`src/rtl/ecw_defs.vh`:
```
// register offsets, field positions and reset values for the interrupt and wake block
`ifndef ECW_DEFS_VH
`define ECW_DEFS_VH

// register byte offsets
`define ECW_OFF_FLAG 8'h00
`define ECW_OFF_ENABLE 8'h04
`define ECW_OFF_CTRL 8'h08
`define ECW_OFF_STAT 8'h0C
`define ECW_OFF_PHY_EN 8'h10
`define ECW_OFF_PHY_REQ 8'h14
`define ECW_OFF_WAKE_EN 8'h18
`define ECW_OFF_WAKE_REQ 8'h1C
`define ECW_OFF_PKT_CNT 8'h20
`define ECW_OFF_PKT_DEC 8'h24
`define ECW_OFF_FLAG_CLR 8'h28
`define ECW_OFF_WAKE_CLR 8'h2C

// flag and enable register fields
`define ECW_B_TX 3
`define ECW_B_LINK 4
`define ECW_B_DMA 5
`define ECW_B_PKT 6
`define ECW_B_WAKE 2
`define ECW_B_GLOBAL 7

// control register fields
`define ECW_B_TXREQ 3
`define ECW_B_DMA_START_BIT 5

// status register fields
`define ECW_B_TX_ABORT_STATUS 1
`define ECW_B_LATCHED_LINK_STATUS 2

// phy enable and request fields
`define ECW_B_PHY_LINK_ENABLE 4
`define ECW_B_PHY_GLOBAL_ENABLE 1
`define ECW_B_PHY_LINK_FLAG 4
`define ECW_B_PHY_GLOBAL_FLAG 2

// wake condition field layout
`define ECW_WAKE_W 8
`define ECW_WAKE_MASK 8'hDF

`define ECW_RST_ZERO 32'h00000000
`define ECW_PKT_W 8

`endif

```
`src/rtl/ecw_sticky.v`:
```
// one sticky flag where a set in the same cycle beats a clear
`timescale 1ns/10ps
module ecw_sticky (
	input wire aclk, // clock
	input wire aresetn, // synchronous reset, active low
	input wire set_i, // set event
	input wire clr_i, // clear request
	output reg flag_r // flag
);
	// set wins over clear so no event is lost
	always @(posedge aclk) begin
		if (!aresetn) begin
			flag_r <= 1'b0;
		end else if (set_i) begin
			flag_r <= 1'b1;
		end else if (clr_i) begin
			flag_r <= 1'b0;
		end
	end
endmodule

```
`src/rtl/ecw_irq_wake.v`:
```
// interrupt flags, enables and wake logic behind an axi4-lite register slave
//
// Added by the designer: register access over AXI4-Lite and the register addresses.
`timescale 1ns/10ps
`include "ecw_defs.vh"

// Notes on behaviour
// - tx done set on request falling edge
// - tx, dma flags stay until cleared; link flag drops with phy enables
// - irq pin needs source and global enable
// - flags set regardless of main enables
// - no link flag before phy enables
// - link flag mirrors phy global flag
// - link irq needs all four enables
// - link flag read-only, phy read clears
// - dma done set on start falling edge
// - host abort of dma sets done
// - packet pending while counter non-zero
// - packet irq on each new packet
// - counter decremented to zero clears pending
// - wake pin ignores global irq enable
// - seven wake conditions, each enabled
// - only receive-filter passed packets wake
// - wake request flag set regardless enable
// - summary wake needs condition enable
// - wake pin low with summary and enable
// - aborted packets never wake
// - phy link flag set on change, read clears
module ecw_irq_wake #(
	parameter PKT_W = `ECW_PKT_W, // packet counter width
	parameter WAKE_W = `ECW_WAKE_W // wake condition vector width
) (
	input wire aclk, // clock
	input wire aresetn, // synchronous reset, active low
	input wire [7:0] s_axi_awaddr, // write address
	input wire s_axi_awvalid, // write address valid
	output wire s_axi_awready, // write address ready
	input wire [31:0] s_axi_wdata, // write data
	input wire [3:0] s_axi_wstrb, // write strobes
	input wire s_axi_wvalid, // write data valid
	output wire s_axi_wready, // write data ready
	output reg [1:0] s_axi_bresp, // write response
	output reg s_axi_bvalid, // write response valid
	input wire s_axi_bready, // write response ready
	input wire [7:0] s_axi_araddr, // read address
	input wire s_axi_arvalid, // read address valid
	output wire s_axi_arready, // read address ready
	output reg [31:0] s_axi_rdata, // read data
	output reg [1:0] s_axi_rresp, // read response
	output reg s_axi_rvalid, // read data valid
	input wire s_axi_rready, // read data ready
	input wire tx_done_i, // transmit finished, clears request
	input wire tx_abort_i, // transmit aborted, clears request
	input wire dma_done_i, // dma finished, clears start bit
	input wire live_link_status, // link level from the phy
	input wire rx_pkt_ok_i, // packet written, passed receive filters
	input wire rx_pkt_abort_i, // packet aborted, not stored
	input wire [WAKE_W-1:0] wake_match_i, // wake conditions met by this packet
	output wire tx_request_bit, // transmit requested
	output wire dma_start_bit, // dma running
	output reg int_n, // main interrupt pin, active low
	output reg wake_pin_n // wake pin, active low
);
	localparam [1:0] RESP_OK = 2'b00;
	localparam [1:0] RESP_ERR = 2'b10;

	reg [7:0] main_enable_register_r;
	reg [7:0] ctrl_r;
	reg tx_abort_status_r;
	reg [7:0] phy_irq_enable_register_r;
	reg [WAKE_W-1:0] wake_enable_register_r;
	reg [PKT_W-1:0] rx_packet_counter_r;
	reg [PKT_W-1:0] pkt_cnt_nxt;
	reg link_seen_r;
	reg link_hist_r;
	reg phy_link_flag_r;
	reg txreq_d_r;
	reg dma_start_bit_d_r;
	reg pkt_pulse_r;
	reg aw_held_r;
	reg w_held_r;
	reg [7:0] aw_addr_r;
	reg [31:0] w_data_r;
	reg [31:0] rd_nxt;
	reg rd_err;
	wire [7:0] wr_addr;
	wire [31:0] wr_data;
	wire wr_fire;
	wire rd_fire;
	wire tx_done_flag;
	wire dma_done_flag;
	wire summary_wake_flag;
	wire [WAKE_W-1:0] wake_request_register;
	wire packet_pending_flag;
	wire link_change_flag;
	wire phy_global_flag;
	wire phy_req_read;
	wire phy_armed;
	wire gie;
	wire [WAKE_W-1:0] wake_hit;
	wire [WAKE_W-1:0] wake_clr;
	wire [7:0] flag_view;

	// write channels taken in either order, one write in flight
	assign s_axi_awready = !aw_held_r && !s_axi_bvalid;
	assign s_axi_wready = !w_held_r && !s_axi_bvalid;
	assign s_axi_arready = !s_axi_rvalid;
	assign wr_addr = aw_held_r ? aw_addr_r : s_axi_awaddr;
	assign wr_data = w_held_r ? w_data_r : s_axi_wdata;
	assign wr_fire = (aw_held_r || (s_axi_awvalid && s_axi_awready)) &&
		(w_held_r || (s_axi_wvalid && s_axi_wready));
	assign rd_fire = s_axi_arvalid && s_axi_arready;

	// only the low byte lane carries register bits
	reg s_axi_wstrb_held_r;
	wire s_axi_wstrb_q = w_held_r ? s_axi_wstrb_held_r : s_axi_wstrb[0];
	wire wb0 = wr_fire && s_axi_wstrb_q;

	always @(posedge aclk) begin
		if (!aresetn) begin
			aw_held_r <= 1'b0;
			w_held_r <= 1'b0;
			aw_addr_r <= 8'h00;
			w_data_r <= `ECW_RST_ZERO;
			s_axi_wstrb_held_r <= 1'b0;
			s_axi_bvalid <= 1'b0;
			s_axi_bresp <= RESP_OK;
		end else begin
			if (wr_fire) begin
				aw_held_r <= 1'b0;
				w_held_r <= 1'b0;
				s_axi_bvalid <= 1'b1;
				s_axi_bresp <= (wr_addr > `ECW_OFF_WAKE_CLR || wr_addr[1:0] != 2'b00) ?
					RESP_ERR : RESP_OK;
			end else begin
				if (s_axi_awvalid && s_axi_awready) begin
					aw_held_r <= 1'b1;
					aw_addr_r <= s_axi_awaddr;
				end
				if (s_axi_wvalid && s_axi_wready) begin
					w_held_r <= 1'b1;
					w_data_r <= s_axi_wdata;
					s_axi_wstrb_held_r <= s_axi_wstrb[0];
				end
				if (s_axi_bvalid && s_axi_bready) begin
					s_axi_bvalid <= 1'b0;
				end
			end
		end
	end

	// write decode strobes
	wire wr_en = wb0 && wr_addr == `ECW_OFF_ENABLE;
	wire wr_ctrl = wb0 && wr_addr == `ECW_OFF_CTRL;
	wire wr_stat = wb0 && wr_addr == `ECW_OFF_STAT;
	wire wr_phy_en = wb0 && wr_addr == `ECW_OFF_PHY_EN;
	wire wr_wake_en = wb0 && wr_addr == `ECW_OFF_WAKE_EN;
	wire wr_pkt_dec = wb0 && wr_addr == `ECW_OFF_PKT_DEC;
	wire wr_flag_clr = wb0 && wr_addr == `ECW_OFF_FLAG_CLR;
	wire wr_wake_clr = wb0 && wr_addr == `ECW_OFF_WAKE_CLR;
	wire [7:0] fclr = wr_flag_clr ? wr_data[7:0] : 8'h00;

	// control register: host sets request bits, hardware clears them on completion or tx abort
	always @(posedge aclk) begin
		if (!aresetn) begin
			ctrl_r <= 8'h00;
			tx_abort_status_r <= 1'b0;
			main_enable_register_r <= 8'h00;
			phy_irq_enable_register_r <= 8'h00;
			wake_enable_register_r <= {WAKE_W{1'b0}};
		end else begin
			if (wr_ctrl) begin
				ctrl_r <= wr_data[7:0];
			end else begin
				if (tx_done_i || tx_abort_i) begin
					ctrl_r[`ECW_B_TXREQ] <= 1'b0;
				end
				if (dma_done_i) begin
					ctrl_r[`ECW_B_DMA_START_BIT] <= 1'b0;
				end
			end
			// abort status for the host's success test
			if (tx_abort_i && tx_request_bit) begin
				tx_abort_status_r <= 1'b1;
			end else if (wr_stat && !wr_data[`ECW_B_TX_ABORT_STATUS]) begin
				tx_abort_status_r <= 1'b0;
			end
			if (wr_en) begin
				main_enable_register_r <= wr_data[7:0];
			end
			if (wr_phy_en) begin
				phy_irq_enable_register_r <= wr_data[7:0] & 8'h12;
			end
			if (wr_wake_en) begin
				wake_enable_register_r <= wr_data[WAKE_W-1:0] & `ECW_WAKE_MASK;
			end
		end
	end
	assign tx_request_bit = ctrl_r[`ECW_B_TXREQ];
	assign dma_start_bit = ctrl_r[`ECW_B_DMA_START_BIT];

	// edge history for falling-edge detection of request bits
	always @(posedge aclk) begin
		if (!aresetn) begin
			txreq_d_r <= 1'b0;
			dma_start_bit_d_r <= 1'b0;
		end else begin
			txreq_d_r <= tx_request_bit;
			dma_start_bit_d_r <= dma_start_bit;
		end
	end

	// any fall counts: completion, abort or host cancel
	ecw_sticky u_tx (
		.aclk(aclk),
		.aresetn(aresetn),
		.set_i(txreq_d_r && !tx_request_bit),
		.clr_i(fclr[`ECW_B_TX]),
		.flag_r(tx_done_flag)
	);

	// host clearing start also lands here as a fall
	ecw_sticky u_dma (
		.aclk(aclk),
		.aresetn(aresetn),
		.set_i(dma_start_bit_d_r && !dma_start_bit),
		.clr_i(fclr[`ECW_B_DMA]),
		.flag_r(dma_done_flag)
	);

	// phy link change flag: set on level change, cleared by a read of the request register
	assign phy_req_read = rd_fire && s_axi_araddr == `ECW_OFF_PHY_REQ;
	always @(posedge aclk) begin
		if (!aresetn) begin
			link_seen_r <= 1'b0;
			link_hist_r <= 1'b0;
			phy_link_flag_r <= 1'b0;
		end else begin
			link_seen_r <= live_link_status;
			link_hist_r <= 1'b1;
			// no history in the first cycle after reset, so a link already up is no change
			if (link_hist_r && link_seen_r != live_link_status) begin
				phy_link_flag_r <= 1'b1;
			end else if (phy_req_read) begin
				phy_link_flag_r <= 1'b0;
			end
		end
	end
	// one phy source only, so global flag is the link flag gated by both phy enables
	assign phy_armed = phy_irq_enable_register_r[`ECW_B_PHY_LINK_ENABLE] &&
		phy_irq_enable_register_r[`ECW_B_PHY_GLOBAL_ENABLE];
	assign phy_global_flag = phy_link_flag_r && phy_armed;
	assign link_change_flag = phy_global_flag;

	// counter of packets held in the receive buffer
	always @* begin
		pkt_cnt_nxt = rx_packet_counter_r;
		if (rx_pkt_ok_i && !(&rx_packet_counter_r)) begin
			pkt_cnt_nxt = pkt_cnt_nxt + 1'b1;
		end
		if (wr_pkt_dec && wr_data[0] && pkt_cnt_nxt != {PKT_W{1'b0}}) begin
			pkt_cnt_nxt = pkt_cnt_nxt - 1'b1;
		end
	end
	always @(posedge aclk) begin
		if (!aresetn) begin
			rx_packet_counter_r <= {PKT_W{1'b0}};
			pkt_pulse_r <= 1'b0;
		end else begin
			rx_packet_counter_r <= pkt_cnt_nxt;
			pkt_pulse_r <= rx_pkt_ok_i;
		end
	end
	assign packet_pending_flag = rx_packet_counter_r != {PKT_W{1'b0}};

	// wake flags: only stored, filter-passed packets count
	assign wake_hit = (rx_pkt_ok_i && !rx_pkt_abort_i) ?
		(wake_match_i & `ECW_WAKE_MASK) : {WAKE_W{1'b0}};
	assign wake_clr = wr_wake_clr ? wr_data[WAKE_W-1:0] : {WAKE_W{1'b0}};
	genvar gi;
	generate
		for (gi = 0; gi < WAKE_W; gi = gi + 1) begin : g_wake
			ecw_sticky u_wk (
				.aclk(aclk),
				.aresetn(aresetn),
				.set_i(wake_hit[gi]),
				.clr_i(wake_clr[gi]),
				.flag_r(wake_request_register[gi])
			);
		end
	endgenerate
	ecw_sticky u_wsum (
		.aclk(aclk),
		.aresetn(aresetn),
		.set_i(|(wake_hit & wake_enable_register_r)),
		.clr_i(fclr[`ECW_B_WAKE]),
		.flag_r(summary_wake_flag)
	);

	assign flag_view = {1'b0, packet_pending_flag, dma_done_flag, link_change_flag,
		tx_done_flag, summary_wake_flag, 2'b00};
	assign gie = main_enable_register_r[`ECW_B_GLOBAL];

	// pins: registered, low while any enabled flag stands
	always @(posedge aclk) begin
		if (!aresetn) begin
			int_n <= 1'b1;
			wake_pin_n <= 1'b1;
		end else begin
			int_n <= !(gie && (
				(tx_done_flag && main_enable_register_r[`ECW_B_TX]) ||
				(dma_done_flag && main_enable_register_r[`ECW_B_DMA]) ||
				(link_change_flag && main_enable_register_r[`ECW_B_LINK]) ||
				((packet_pending_flag || pkt_pulse_r) && main_enable_register_r[`ECW_B_PKT])));
			// wake pin does not look at the global interrupt enable
			wake_pin_n <= !(summary_wake_flag && main_enable_register_r[`ECW_B_WAKE]);
		end
	end

	// read mux
	always @* begin
		rd_nxt = `ECW_RST_ZERO;
		rd_err = 1'b0;
		case (s_axi_araddr)
			`ECW_OFF_FLAG: rd_nxt[7:0] = flag_view;
			`ECW_OFF_ENABLE: rd_nxt[7:0] = main_enable_register_r;
			`ECW_OFF_CTRL: rd_nxt[7:0] = ctrl_r;
			`ECW_OFF_STAT: begin
				rd_nxt[`ECW_B_TX_ABORT_STATUS] = tx_abort_status_r;
				rd_nxt[`ECW_B_LATCHED_LINK_STATUS] = live_link_status;
			end
			`ECW_OFF_PHY_EN: rd_nxt[7:0] = phy_irq_enable_register_r;
			`ECW_OFF_PHY_REQ: begin
				rd_nxt[`ECW_B_PHY_LINK_FLAG] = phy_link_flag_r;
				rd_nxt[`ECW_B_PHY_GLOBAL_FLAG] = phy_global_flag;
			end
			`ECW_OFF_WAKE_EN: rd_nxt[WAKE_W-1:0] = wake_enable_register_r;
			`ECW_OFF_WAKE_REQ: rd_nxt[WAKE_W-1:0] = wake_request_register;
			`ECW_OFF_PKT_CNT: rd_nxt[PKT_W-1:0] = rx_packet_counter_r;
			`ECW_OFF_PKT_DEC: rd_nxt = `ECW_RST_ZERO;
			`ECW_OFF_FLAG_CLR: rd_nxt = `ECW_RST_ZERO;
			`ECW_OFF_WAKE_CLR: rd_nxt = `ECW_RST_ZERO;
			default: rd_err = 1'b1;
		endcase
	end
	always @(posedge aclk) begin
		if (!aresetn) begin
			s_axi_rvalid <= 1'b0;
			s_axi_rdata <= `ECW_RST_ZERO;
			s_axi_rresp <= RESP_OK;
		end else if (rd_fire) begin
			s_axi_rvalid <= 1'b1;
			s_axi_rdata <= rd_nxt;
			s_axi_rresp <= rd_err ? RESP_ERR : RESP_OK;
		end else if (s_axi_rready) begin
			s_axi_rvalid <= 1'b0;
		end
	end
endmodule

```
`config.mk`:
```
export PLATFORM = sky130hd
export DESIGN_NAME = ecw_irq_wake
export DESIGN_NICKNAME = d
export VERILOG_FILES = /design/src/rtl/ecw_sticky.v /design/src/rtl/ecw_irq_wake.v
export VERILOG_INCLUDE_DIRS = /design/src /design/src/rtl
export SDC_FILE = /design/constraint.sdc
export NUM_CORES = 1
export LEC_CHECK = 0
export BUFFER_PORTS_ARGS = -buffer_cell sky130_fd_sc_hd__buf_2
export CAP_MARGIN = 5
export CELL_PAD_IN_SITES_DETAIL_PLACEMENT = 0
export CELL_PAD_IN_SITES_GLOBAL_PLACEMENT = 2
export CORE_MARGIN = 5
export CORE_UTILIZATION = 33
export DETAILED_ROUTE_END_ITERATION = 16
export GPL_TIMING_DRIVEN = 0
export HOLD_SLACK_MARGIN = 0.02
export PLACE_DENSITY = 0.93
export RECOVER_POWER = 100
export SETUP_SLACK_MARGIN = 0.2
export SYNTH_ARGS = -nofsm -noshare
export SYNTH_HDL_FRONTEND = slang
export SYNTH_HIERARCHICAL = 1
export SYNTH_SLANG_ARGS = --single-unit
```
`constraint.sdc`:
```
create_clock -name aclk -period 3.9 [get_ports aclk]
set_input_delay 0.195 -clock aclk [delete_from_list [all_inputs] [get_ports aclk]]
set_output_delay 0.195 -clock aclk [all_outputs]
set_load 0.02 [all_outputs]
```
==> metrics.txt, run 1 <==
r2r startpoint aw_held_r; clk_lat worst skew 0.35 ns; worst reg2reg endpoint main_enable_register_r[3]; DRC Markers 0; Layout area overhead 20.68%; Post-Route Setup TNS 0 ns; Max Slew Vio Count 0; clock power share about 45%; GR peak layer met2; met2 Usage GRT between 20 and 30%; critical path launch point type flip-flop; largest net degree at the start of global routing 20; hold path start s_axi_rready; htree depth 3; vias in the first global route about 4000; EDFF count, synth 0; final hold vios 0; starting density of the core 33.43%; status complete, no violations; drt first-iter violations 270; Synth warnings 6; Sw Ratio between 20% and 30%; Seq pwr share between 40 and 50%; top achievable clock speed approximately 0.33 GHz; mapped cell area between 4000 and 5000 sq um; Worst EP required 4.17 ns; R2R cell count 8; Slowest-stage cell, CP a222oi_1; grt ovf 0; Die Area roughly 16000 sq um; fill count roughly 1500; layout cells sized above 1 17.18%; nets 718; area of the multi-input gates ~2700 sq um; dominant cell type by area after synthesis dfxtp_1; CP max FO 8; CP arrival ~3.4 ns; Die H roughly 130 um; Fin Clk Skew about 0.0076 ns; sequential-to-total area share from yosys stat between 30% and 40%; CP Capture Type flip-flop; CTS tree yes; Core Area 13770 sq um; Clock Path Buffers 2; DRT Pass-1 Iters 5; CP bufs+invs 2; count of final setup violators 0; antenna violations before repair 0; io pins roughly 120; Clock Sinks 84; Setup CP Type reg -> reg; maximum capacitance violations 0; RSZ-0062 raised after global routing no; Mapped Cells approximately 540; Seq. cell area 1682 sq um; hold_buf cts 0; Area contributors post-synth dfxtp_1, mux2i_1, nor2_1, buf_4, a21oi_1; DP HPWL approximately 10 mm; Routed Antenna Nets 0; Worst-path clk slew around 0.070 ns; Hold Path End s_axi_rvalid; met3 GRT Util roughly 3.5%; CP top delay family simple AND/OR/NAND/NOR gates; Die W 128.1 um; cts bufs inserted 9; post-CTS setup repair buffer count 0; Synth top area share between 30% and 40%; Psw 577.0 uW; Max-slew headroom approximately 40%; routability cong. 0.8536; DR vias/cell 5.136; row cnt between 40 and 50; Vias about 4200; clock root cell clkbuf_16; placed cell area approximately 5200 sq um; worst vdd ir 0.2639 mV; ys flop type dfxtp_1; cell mode on critical path clkbuf_1; PortBufs 63; Hold Crit Depth 2; pre-CTS WS between 1 and 1.5 ns; mean post-synth cell area around 8.5 sq um; post-CTS sizing 0; GR Util All Layers 16.54%; Hold Path Class in -> reg; grt met1 use 21.68%; routed wire length 13.35 mm; final instance area about 5600 sq um; CP max stage delay 0.72 ns; reg2reg setup slack around 0.83 ns; first-pass GRT wire length 21.33 mm; Wirelength per Cell between 15 and 20 um; antenna cells 0; Final Worst Setup Slack around 0.83 ns; Synth Register Bits between 80 and 90; Synth cell types 58; internal power around 1.7 mW; PwrDens around 400 nW/um^2; leak pwr about 2.3 nW; CP Cell Sequence clkbuf_1 -> or3b_1 -> a222oi_1 -> and3_1 -> clkbuf_1 -> nand2_1 -> or2_2 -> a21oi_1; Worst-Margin Slew 0.8957 ns; Async S/R FF share, synth 0%; period utilization between 70% and 80%; Comb power frac between 10 and 15%; Tmin final between 3 and 4 ns
==> Yosys cell counts, drive strengths merged, types with 3 or more instances <==
cell type	instances
a21oi	35
a221oi	7
a222oi	4
a22oi	9
a311oi	3
a31oi	7
and2	19
and3	8
and4	4
buf	30
clkbuf	25
dfxtp	84
ha	4
inv	11
mux2	6
mux2i	42
nand2	27
nand2b	4
nand3	9
nand3b	4
nand4	7
nor2	86
nor2b	18
nor3	7
nor3b	3
o211ai	3
o21a	12
o21ai	12
o221ai	3
or2	3
or3	4
or3b	5
or4	4
xnor2	3
xor2	3
==> area by class of cell <==
type,instances,share of cell area (%)
Multi-Input combinational cell,417,47.94
Sequential cell,84,30.26
Buffer,55,5.472
Timing Repair Buffer,63,5.224
Clock buffer,10,4.301
Tap cell,180,4.053
Clock inverter,6,2.004
Inverter,11,0.7431
==> placed cells by master, fill, tap and decap left out, drive strengths merged, types with 4 or more instances in the layout <==
cell type / netlist / layout
a31oi: 7 / 7
nand4: 7 / 7
a22oi: 9 / 9
nand3: 9 / 9
or3: 4 / 4
o21a: 12 / 12
or3b: 5 / 5
nand2b: 4 / 4
and4: 4 / 4
o21ai: 12 / 12
mux2: 6 / 6
nor3: 7 / 7
buf: 30 / 69
nand3b: 4 / 4
and2: 19 / 19
a221oi: 7 / 7
inv: 11 / 11
ha: 4 / 4
a222oi: 4 / 4
mux2i: 42 / 42
conb: 1 / 27
clkbuf: 25 / 59
nand2: 27 / 27
a21oi: 35 / 35
nor2: 86 / 86
and3: 8 / 8
nor2b: 18 / 18
dfxtp: 84 / 84
or4: 4 / 4
==> per-layer routing <==
layer / vias up / routed length, um / share of wire (%)
met1: 1969 / 5883 / 44
met4: 0 / 291 / 2.2
met2: 175 / 6114 / 46
li1: 2081 / - / -
met5: - / 0 / 0
met3: 17 / 1057 / 7.9
==> cell families after synthesis <==
kind of cell	after synthesis	synth area share, %
simple gates	220	26.55
compound gates	112	16.33
flops	84	36.52
buf+inv	66	7.690
mux	48	10.60
xor+xnor	6	1.142
fa+ha+maj	4	1.087
other cells	1	0.08144
==> stage by stage <==
step | hold slack, ns | cells | utilization [%] | total power, mW
final | 0.02964 | 826 | 40.34 | 2.231
after detailed placement | 0.3972 | 810 | 38.06 | 1.249
after global routing | 0.05257 | 826 | 40.34 | 2.326
after CTS | 0.02482 | 826 | 40.61 | 2.253
after floorplan | 0.2227 | 567 | - | 1.147
after global placement | 0.3863 | 810 | 38.06 | 1.245
==> how the worst max path moves through the flow <==
stage                                      endpoint  cells past startpoint                    from  slack [ns]
final                     main_enable_register_r[3]                      8               aw_held_r        0.83
after global routing      main_enable_register_r[3]                      8               aw_held_r        0.56
after CTS                    rx_packet_counter_r[4]                      8  rx_packet_counter_r[1]        1.01
after detailed placement     rx_packet_counter_r[7]                      8  rx_packet_counter_r[1]        1.01
after global placement       rx_packet_counter_r[4]                      8  rx_packet_counter_r[1]        1.05
after floorplan              rx_packet_counter_r[1]                      9  rx_packet_counter_r[1]        1.42
==> sequential cells by signal, summed over array words and instances, names as in the netlist, 2 cells and up <==
| signal | count |
|---|---|
| aw_addr_r | 8 |
| w_data_r | 8 |
| s_axi_rdata | 8 |
| rx_packet_counter_r | 8 |
| phy_irq_enable_register_r | 2 |
| g_wake.u_wk/flag_r | 8 |
| main_enable_register_r | 8 |
| wake_enable_register_r | 7 |
| ctrl_r | 8 |
==> power groups by stage <==
stage | registers [mW] | logic [mW] | clock network, mW
finish | 0.908 | 0.319 | 1.00
global route | 0.911 | 0.355 | 1.06
detailed placement | 0.926 | 0.323 | 0
CTS | 0.907 | 0.324 | 1.02
floorplan | 0.932 | 0.215 | 0
global placement | 0.925 | 0.320 | 0
No activity file was read; power rests on OpenSTA's default activity.
==> run 2, diff against run 1 <==
--- a/config.mk
+++ b/config.mk
@@ -11,11 +11,11 @@
 export CELL_PAD_IN_SITES_DETAIL_PLACEMENT = 0
 export CELL_PAD_IN_SITES_GLOBAL_PLACEMENT = 2
 export CORE_MARGIN = 5
-export CORE_UTILIZATION = 33
+export CORE_UTILIZATION = 28
 export DETAILED_ROUTE_END_ITERATION = 16
 export GPL_TIMING_DRIVEN = 0
 export HOLD_SLACK_MARGIN = 0.02
-export PLACE_DENSITY = 0.93
+export PLACE_DENSITY = 0.85
 export RECOVER_POWER = 100
 export SETUP_SLACK_MARGIN = 0.2
 export SYNTH_ARGS = -nofsm -noshare
==> constraint.sdc (replaced) <==
create_clock -name aclk -period 2.7 [get_ports aclk]
set_input_delay 0.135 -clock aclk [delete_from_list [all_inputs] [get_ports aclk]]
set_output_delay 0.135 -clock aclk [all_outputs]
set_load 0.02 [all_outputs]
==> metrics.txt, run 2 (same netlist as run 1, synthesis figures left out) <==
internal power 2.317 mW (+40%); Final Worst Setup Slack 0.2314 ns (-0.5965 ns); layout cells sized above 1 21.37% (+4.2 points); period utilization 91.43% (+13 points); Tmin final 2.469 ns (-0.6035 ns); area of the multi-input gates 2744 sq um (+3.0%); Slowest-stage cell, CP dfxtp_4; CP max stage delay 0.35 ns (-0.37 ns); CP top delay family compound AO/OA/AOI/OAI gates; clock root cell clkbuf_16; pre-CTS WS -0.1602 ns (-1.172 ns); Routed Antenna Nets 0 (unchanged); Die H 138.2 um (+7.9%); DP HPWL 10.56 mm (+3.4%); first-pass GRT wire length 22.38 mm (+5.0%); final hold vios 0 (unchanged); routability cong. 0.8913 (+4.4%); CP bufs+invs 0 (-2); DRC Markers 0 (unchanged); DR vias/cell 4.905 (-4.5%); Wirelength per Cell 16.04 um (-0.70%); Psw 815.9 uW (+41%); vias in the first global route 4259 (+5.3%); Clock Path Buffers 2 (unchanged); CP Capture Type flip-flop; R2R cell count 9 (+1); worst reg2reg endpoint rx_packet_counter_r[7]; PortBufs 63 (unchanged); antenna violations before repair 0 (unchanged); Max-slew headroom 15.41% (-25 points); clock power share 42.1% (-2.9 points); antenna cells 0 (unchanged); PwrDens 545.0 nW/um^2 (+36%); CP arrival 2.66 ns (-0.69 ns); io pins 118 (unchanged); Hold Path Class in -> reg; Worst-Margin Slew 1.251 ns (+0.3555 ns); Seq. cell area 1685 sq um (+0.22%); Clock Sinks 84 (unchanged); row cnt 46 (+7.0%); count of final setup violators 0 (unchanged); cts bufs inserted 9 (unchanged); Worst-path clk slew 0.06 ns (about the same); drt first-iter violations 397 (+47%); largest net degree at the start of global routing 20 (unchanged); Post-Route Setup TNS 0 ns (unchanged); Layout area overhead 24.86%; routed wire length 13.98 mm (+4.7%); GR Util All Layers 14.37% (-2.2 points); grt ovf 0 (unchanged); Setup CP Type reg -> reg; most frequent cells in the layout nor2_1, dfxtp_1, buf_2, clkbuf_1, mux2i_1; cell mode on critical path ha_1; reg2reg setup slack 0.23 ns (-0.60 ns); critical path launch point type flip-flop; leak pwr 2.435 nW (+3.7%); Core Area 16000 sq um (+16%); nets 728 (+1.4%); DRT Pass-1 Iters 4 (-1); htree depth 3 (unchanged); clk_lat worst skew 0.34 ns (about the same); top achievable clock speed 0.4051 GHz (+24%); Fin Clk Skew 0.004654 ns (-0.002930 ns); Sw Ratio 26.04% (+0.18 points); status complete, no violations; worst vdd ir 0.2708 mV (+2.6%); CTS tree yes; Seq pwr share 41.8% (+1.1 points); hold path start s_axi_wdata[5]; fill count 1723 (+17%); Vias 4272 (+0.71%); RSZ-0062 raised after global routing no; maximum capacitance violations 0 (unchanged); starting density of the core 28.78% (-4.7 points); Hold Path End w_data_r[5]; Die Area 19110 sq um (+16%); CP max FO 5 (-3); Worst EP required 2.89 ns (-1.28 ns); r2r startpoint rx_packet_counter_r[1]; commonest non-fill, non-tap cell in the layout nor2_1; Comb power frac 16.1% (+1.8 points); Die W 138.2 um (+7.9%); Max Slew Vio Count 0 (unchanged); CP Cell Sequence ha_1 -> and4_4 -> a41oi_2 -> mux2i_1 -> ha_1 -> o221ai_2 -> o2111ai_1 -> or3b_1 -> a21oi_1; Hold Crit Depth 3 (+1)
## run 2: cell types whose count changed in the layout (fill, tap and decap cells not counted), moves of 2 or more
cell      before  now
buf_4         26   35
clkbuf_1      49   41
clkbuf_2       0    5
a21oi_1       35   33
a21oi_2        0    2
and2_0         5    3
and2_1        14   16
buf_2         43   45
o21ai_0       12   10
o21ai_2        0    2
## run 2: power by group through the flow
stage	Sequential [mW]	Combinational (mW)	Clock [mW]
6_report	1.31	0.505	1.32
3_3_place_gp	1.34	0.466	0
3_5_place_dp	1.34	0.472	0
2_1_floorplan	1.35	0.311	0
4_1_cts	1.31	0.485	1.35
5_1_grt	1.32	0.551	1.42
## run 2: worst reg2reg max path, stage by stage (launching register included)
cell       delay [ns]
dfxtp_4          0.35
ha_1             0.20
and4_4           0.22
a41oi_2          0.26
mux2i_1          0.35
ha_1             0.22
o221ai_2         0.16
o2111ai_1        0.35
or3b_1           0.16
a21oi_1          0.06
## run 2: metal layers
metal	part of all wire [%]	track usage, %	vias to the layer above	routed length [um]
li1	-	-	2105	-
met1	48	18.96	2022	6672
met3	5.4	4.448	20	761
met5	0	0	-	0
met2	45	22.82	125	6238
met4	2.2	3.952	0	303
## run 2: final cells by class
type | instances | share of cell area, %
inverter | 11 | 0.7182
tap | 216 | 4.701
multi-input combinational | 417 | 47.73
buffer | 55 | 5.680
sequential | 84 | 29.31
timing repair buffer | 73 | 6.355
clock buffer | 11 | 4.222
clock inverter | 4 | 1.284
## run 2: metrics by stage
step / cell area (sq um) / power, mW / instances / hold WS [ns] / utilization (%)
3_3_place_gp: 5288 / 1.804 / 846 / 0.3281 / 33.05
3_5_place_dp: 5288 / 1.810 / 846 / 0.3285 / 33.05
5_1_grt: 5749 / 3.282 / 871 / 0.02812 / 35.93
2_1_floorplan: 4702 / 1.657 / 567 / 0.1627 / -
4_1_cts: 5690 / 3.145 / 866 / 0.02943 / 35.56
6_report: 5749 / 3.133 / 871 / 0.03894 / 35.93
## run 2: what timing repair did
item,CTS,global route
hold buffers,1,0
gates resized for setup,14,22
pin swaps,5,5
hold endpoints to repair,1,0
endpoints found under the setup margin,23,36
setup buffers,4,5
## run 2: worst max-delay path by stage
| stage | start | endpoint | slack [ns] | depth (start not counted) |
|---|---|---|---|---|
| finish | rx_packet_counter_r[1] | rx_packet_counter_r[7] | 0.23 | 9 |
| floorplan | rx_packet_counter_r[1] | rx_packet_counter_r[1] | 0.22 | 9 |
| detailed placement | rx_packet_counter_r[1] | rx_packet_counter_r[4] | -0.16 | 8 |
| CTS | rx_packet_counter_r[1] | rx_packet_counter_r[7] | 0.22 | 9 |
| global placement | rx_packet_counter_r[1] | rx_packet_counter_r[4] | -0.16 | 8 |
| global route | rx_packet_counter_r[0] | rx_packet_counter_r[2] | 0.12 | 10 |
==> run 3, diff against run 2 <==
--- a/config.mk
+++ b/config.mk
@@ -11,11 +11,11 @@
 export CELL_PAD_IN_SITES_DETAIL_PLACEMENT = 0
 export CELL_PAD_IN_SITES_GLOBAL_PLACEMENT = 2
 export CORE_MARGIN = 5
-export CORE_UTILIZATION = 28
+export CORE_UTILIZATION = 33
 export DETAILED_ROUTE_END_ITERATION = 16
 export GPL_TIMING_DRIVEN = 0
 export HOLD_SLACK_MARGIN = 0.02
-export PLACE_DENSITY = 0.85
+export PLACE_DENSITY = 0.93
 export RECOVER_POWER = 100
 export SETUP_SLACK_MARGIN = 0.2
 export SYNTH_ARGS = -nofsm -noshare
==> constraint.sdc (replaced) <==
create_clock -name aclk -period 3 [get_ports aclk]
set_input_delay 0.15 -clock aclk [delete_from_list [all_inputs] [get_ports aclk]]
set_output_delay 0.15 -clock aclk [all_outputs]
set_load 0.02 [all_outputs]
==> metrics.txt, run 3 (same netlist as run 1, synthesis figures left out) <==
Layout area overhead 22.20%; Hold Path Class in -> reg; RSZ-0062 raised after global routing yes; drt first-iter violations 264 (-34%); critical path launch point type flip-flop; io pins 118 (unchanged); DRT Pass-1 Iters 5 (+1); count of final setup violators 0 (unchanged); Worst-Margin Slew 0.9011 ns (-0.3501 ns); CTS tree yes; Die W 128.1 um (-7.3%); status complete, no violations; routed wire length 13.35 mm (-4.5%); largest net degree at the start of global routing 20 (unchanged); Tmin final 2.699 ns (+0.2303 ns); layout cells sized above 1 19.08% (-2.3 points); commonest non-fill, non-tap cell in the layout nor2_1; Routed Antenna Nets 0 (unchanged); GR Util All Layers 16.56% (+2.2 points); placed cell area 5243 sq um (-0.85%); starting density of the core 33.43% (+4.7 points); clock root cell clkbuf_16; antenna violations before repair 0 (unchanged); DRC Markers 0 (unchanged); Clock Sinks 84 (unchanged); Max-slew headroom 39.93% (+25 points); maximum capacitance violations 0 (unchanged); DR vias/cell 5.172 (+5.5%); PortBufs 63 (unchanged); DP HPWL 10.22 mm (-3.3%); Max Slew Vio Count 0 (unchanged); vias in the first global route 4050 (-4.9%); leak pwr 2.398 nW (-1.5%); clk_lat worst skew 0.35 ns (about the same); final instance area 5627 sq um (-2.1%); Fin Clk Skew 0.006645 ns (+0.001992 ns); Die H 128.1 um (-7.3%); row cnt 43 (-6.5%); top achievable clock speed 0.3705 GHz (-8.5%); Post-Route Setup TNS 0 ns (unchanged); CP max FO 9 (+4); worst vdd ir 0.3411 mV (+26%); cts bufs inserted 9 (unchanged); nets 722 (-0.82%); antenna cells 0 (unchanged); routability cong. 0.8536 (-4.2%); Worst EP required 3.21 ns (+0.32 ns); final hold vios 0 (unchanged); Worst-path clk slew 0.06 ns (about the same); first-pass GRT wire length 21.36 mm (-4.6%); CP Capture Type flip-flop; Vias 4293 (+0.49%); Die Area 16410 sq um (-14%); most frequent cells in the layout nor2_1, dfxtp_1, clkbuf_1, buf_2, mux2i_1; PwrDens 516.2 nW/um^2 (-5.3%); grt ovf 0 (unchanged); CP arrival 2.91 ns (+0.25 ns); period utilization 89.96% (-1.5 points); Core Area 13770 sq um (-14%); Setup CP Type reg -> reg; htree depth 3 (unchanged); Wirelength per Cell 16.08 um (+0.24%); Clock Path Buffers 2 (unchanged)
[run 3: area by class of cell]
cell class,instances,area (sq um)
Inverter,11,41.29
Tap cell,180,225.2
Clock buffer,10,239.0
Fill cell,1471,8147
Sequential cell,84,1683
Buffer,55,312.8
Multi-Input combinational cell,417,2695
Timing Repair Buffer,67,319.1
Clock inverter,6,111.4
[run 3: worst paths after layout]
check	depth (start not counted)	endpoint	slack, ns	from
hold / removal	3	aw_addr_r[4]	0.05	s_axi_awaddr[4]
setup reg to reg	10	rx_packet_counter_r[2]	0.30	rx_packet_counter_r[1]
hold reg to reg	1	wake_pin_n	0.44	u_wsum/flag_r
setup / recovery	10	rx_packet_counter_r[2]	0.30	rx_packet_counter_r[1]
[run 3: through the flow]
stage	setup WS (ns)	cells	total power, mW	util [%]	hold WS [ns]
2_1_floorplan	0.5165	567	1.492	-	0.1777
3_3_place_gp	0.1479	810	1.618	38.06	0.3413
3_5_place_dp	0.1122	810	1.624	38.06	0.3522
4_1_cts	0.2032	827	2.931	40.73	0.04638
5_1_grt	0.09946	830	3.033	40.85	0.07031
6_report	0.3012	830	2.905	40.85	0.05350
[run 3: timing repair]
item	4_1_cts	5_1_grt
setup buffers	0	3
pin swaps	0	2
endpoints found under the hold margin	1	0
hold buffers	1	0
gates cloned	0	0
resized for setup	2	12
endpoints found under the setup margin	3	19
[run 3: routing by layer]
layer	track usage, %	routed length [um]	share of wire (%)
met1	21.78	5990	45
met2	26.86	6174	46
met3	3.458	858	6.4
met4	5.868	325	2.4
met5	0	0	0
[run 3: critical path: stages, from the launching register on]
cell and delay (ns):
dfxtp_2 0.37, ha_1 0.20, and4_1 0.25, a41oi_2 0.31
mux2i_1 0.36, ha_1 0.21, o221ai_1 0.21, o211ai_1 0.24
clkbuf_1 0.20, xor2_1 0.16, nor2_1 0.05
[run 3: report_power, final]
part / switching [mW] / leakage [nW] / internal (mW)
Sequential: 0.0253 / 0.684 / 1.16
Clock: 0.465 / 0.169 / 0.836
Combinational: 0.258 / 1.55 / 0.166
Total: 0.748 / 2.40 / 2.16
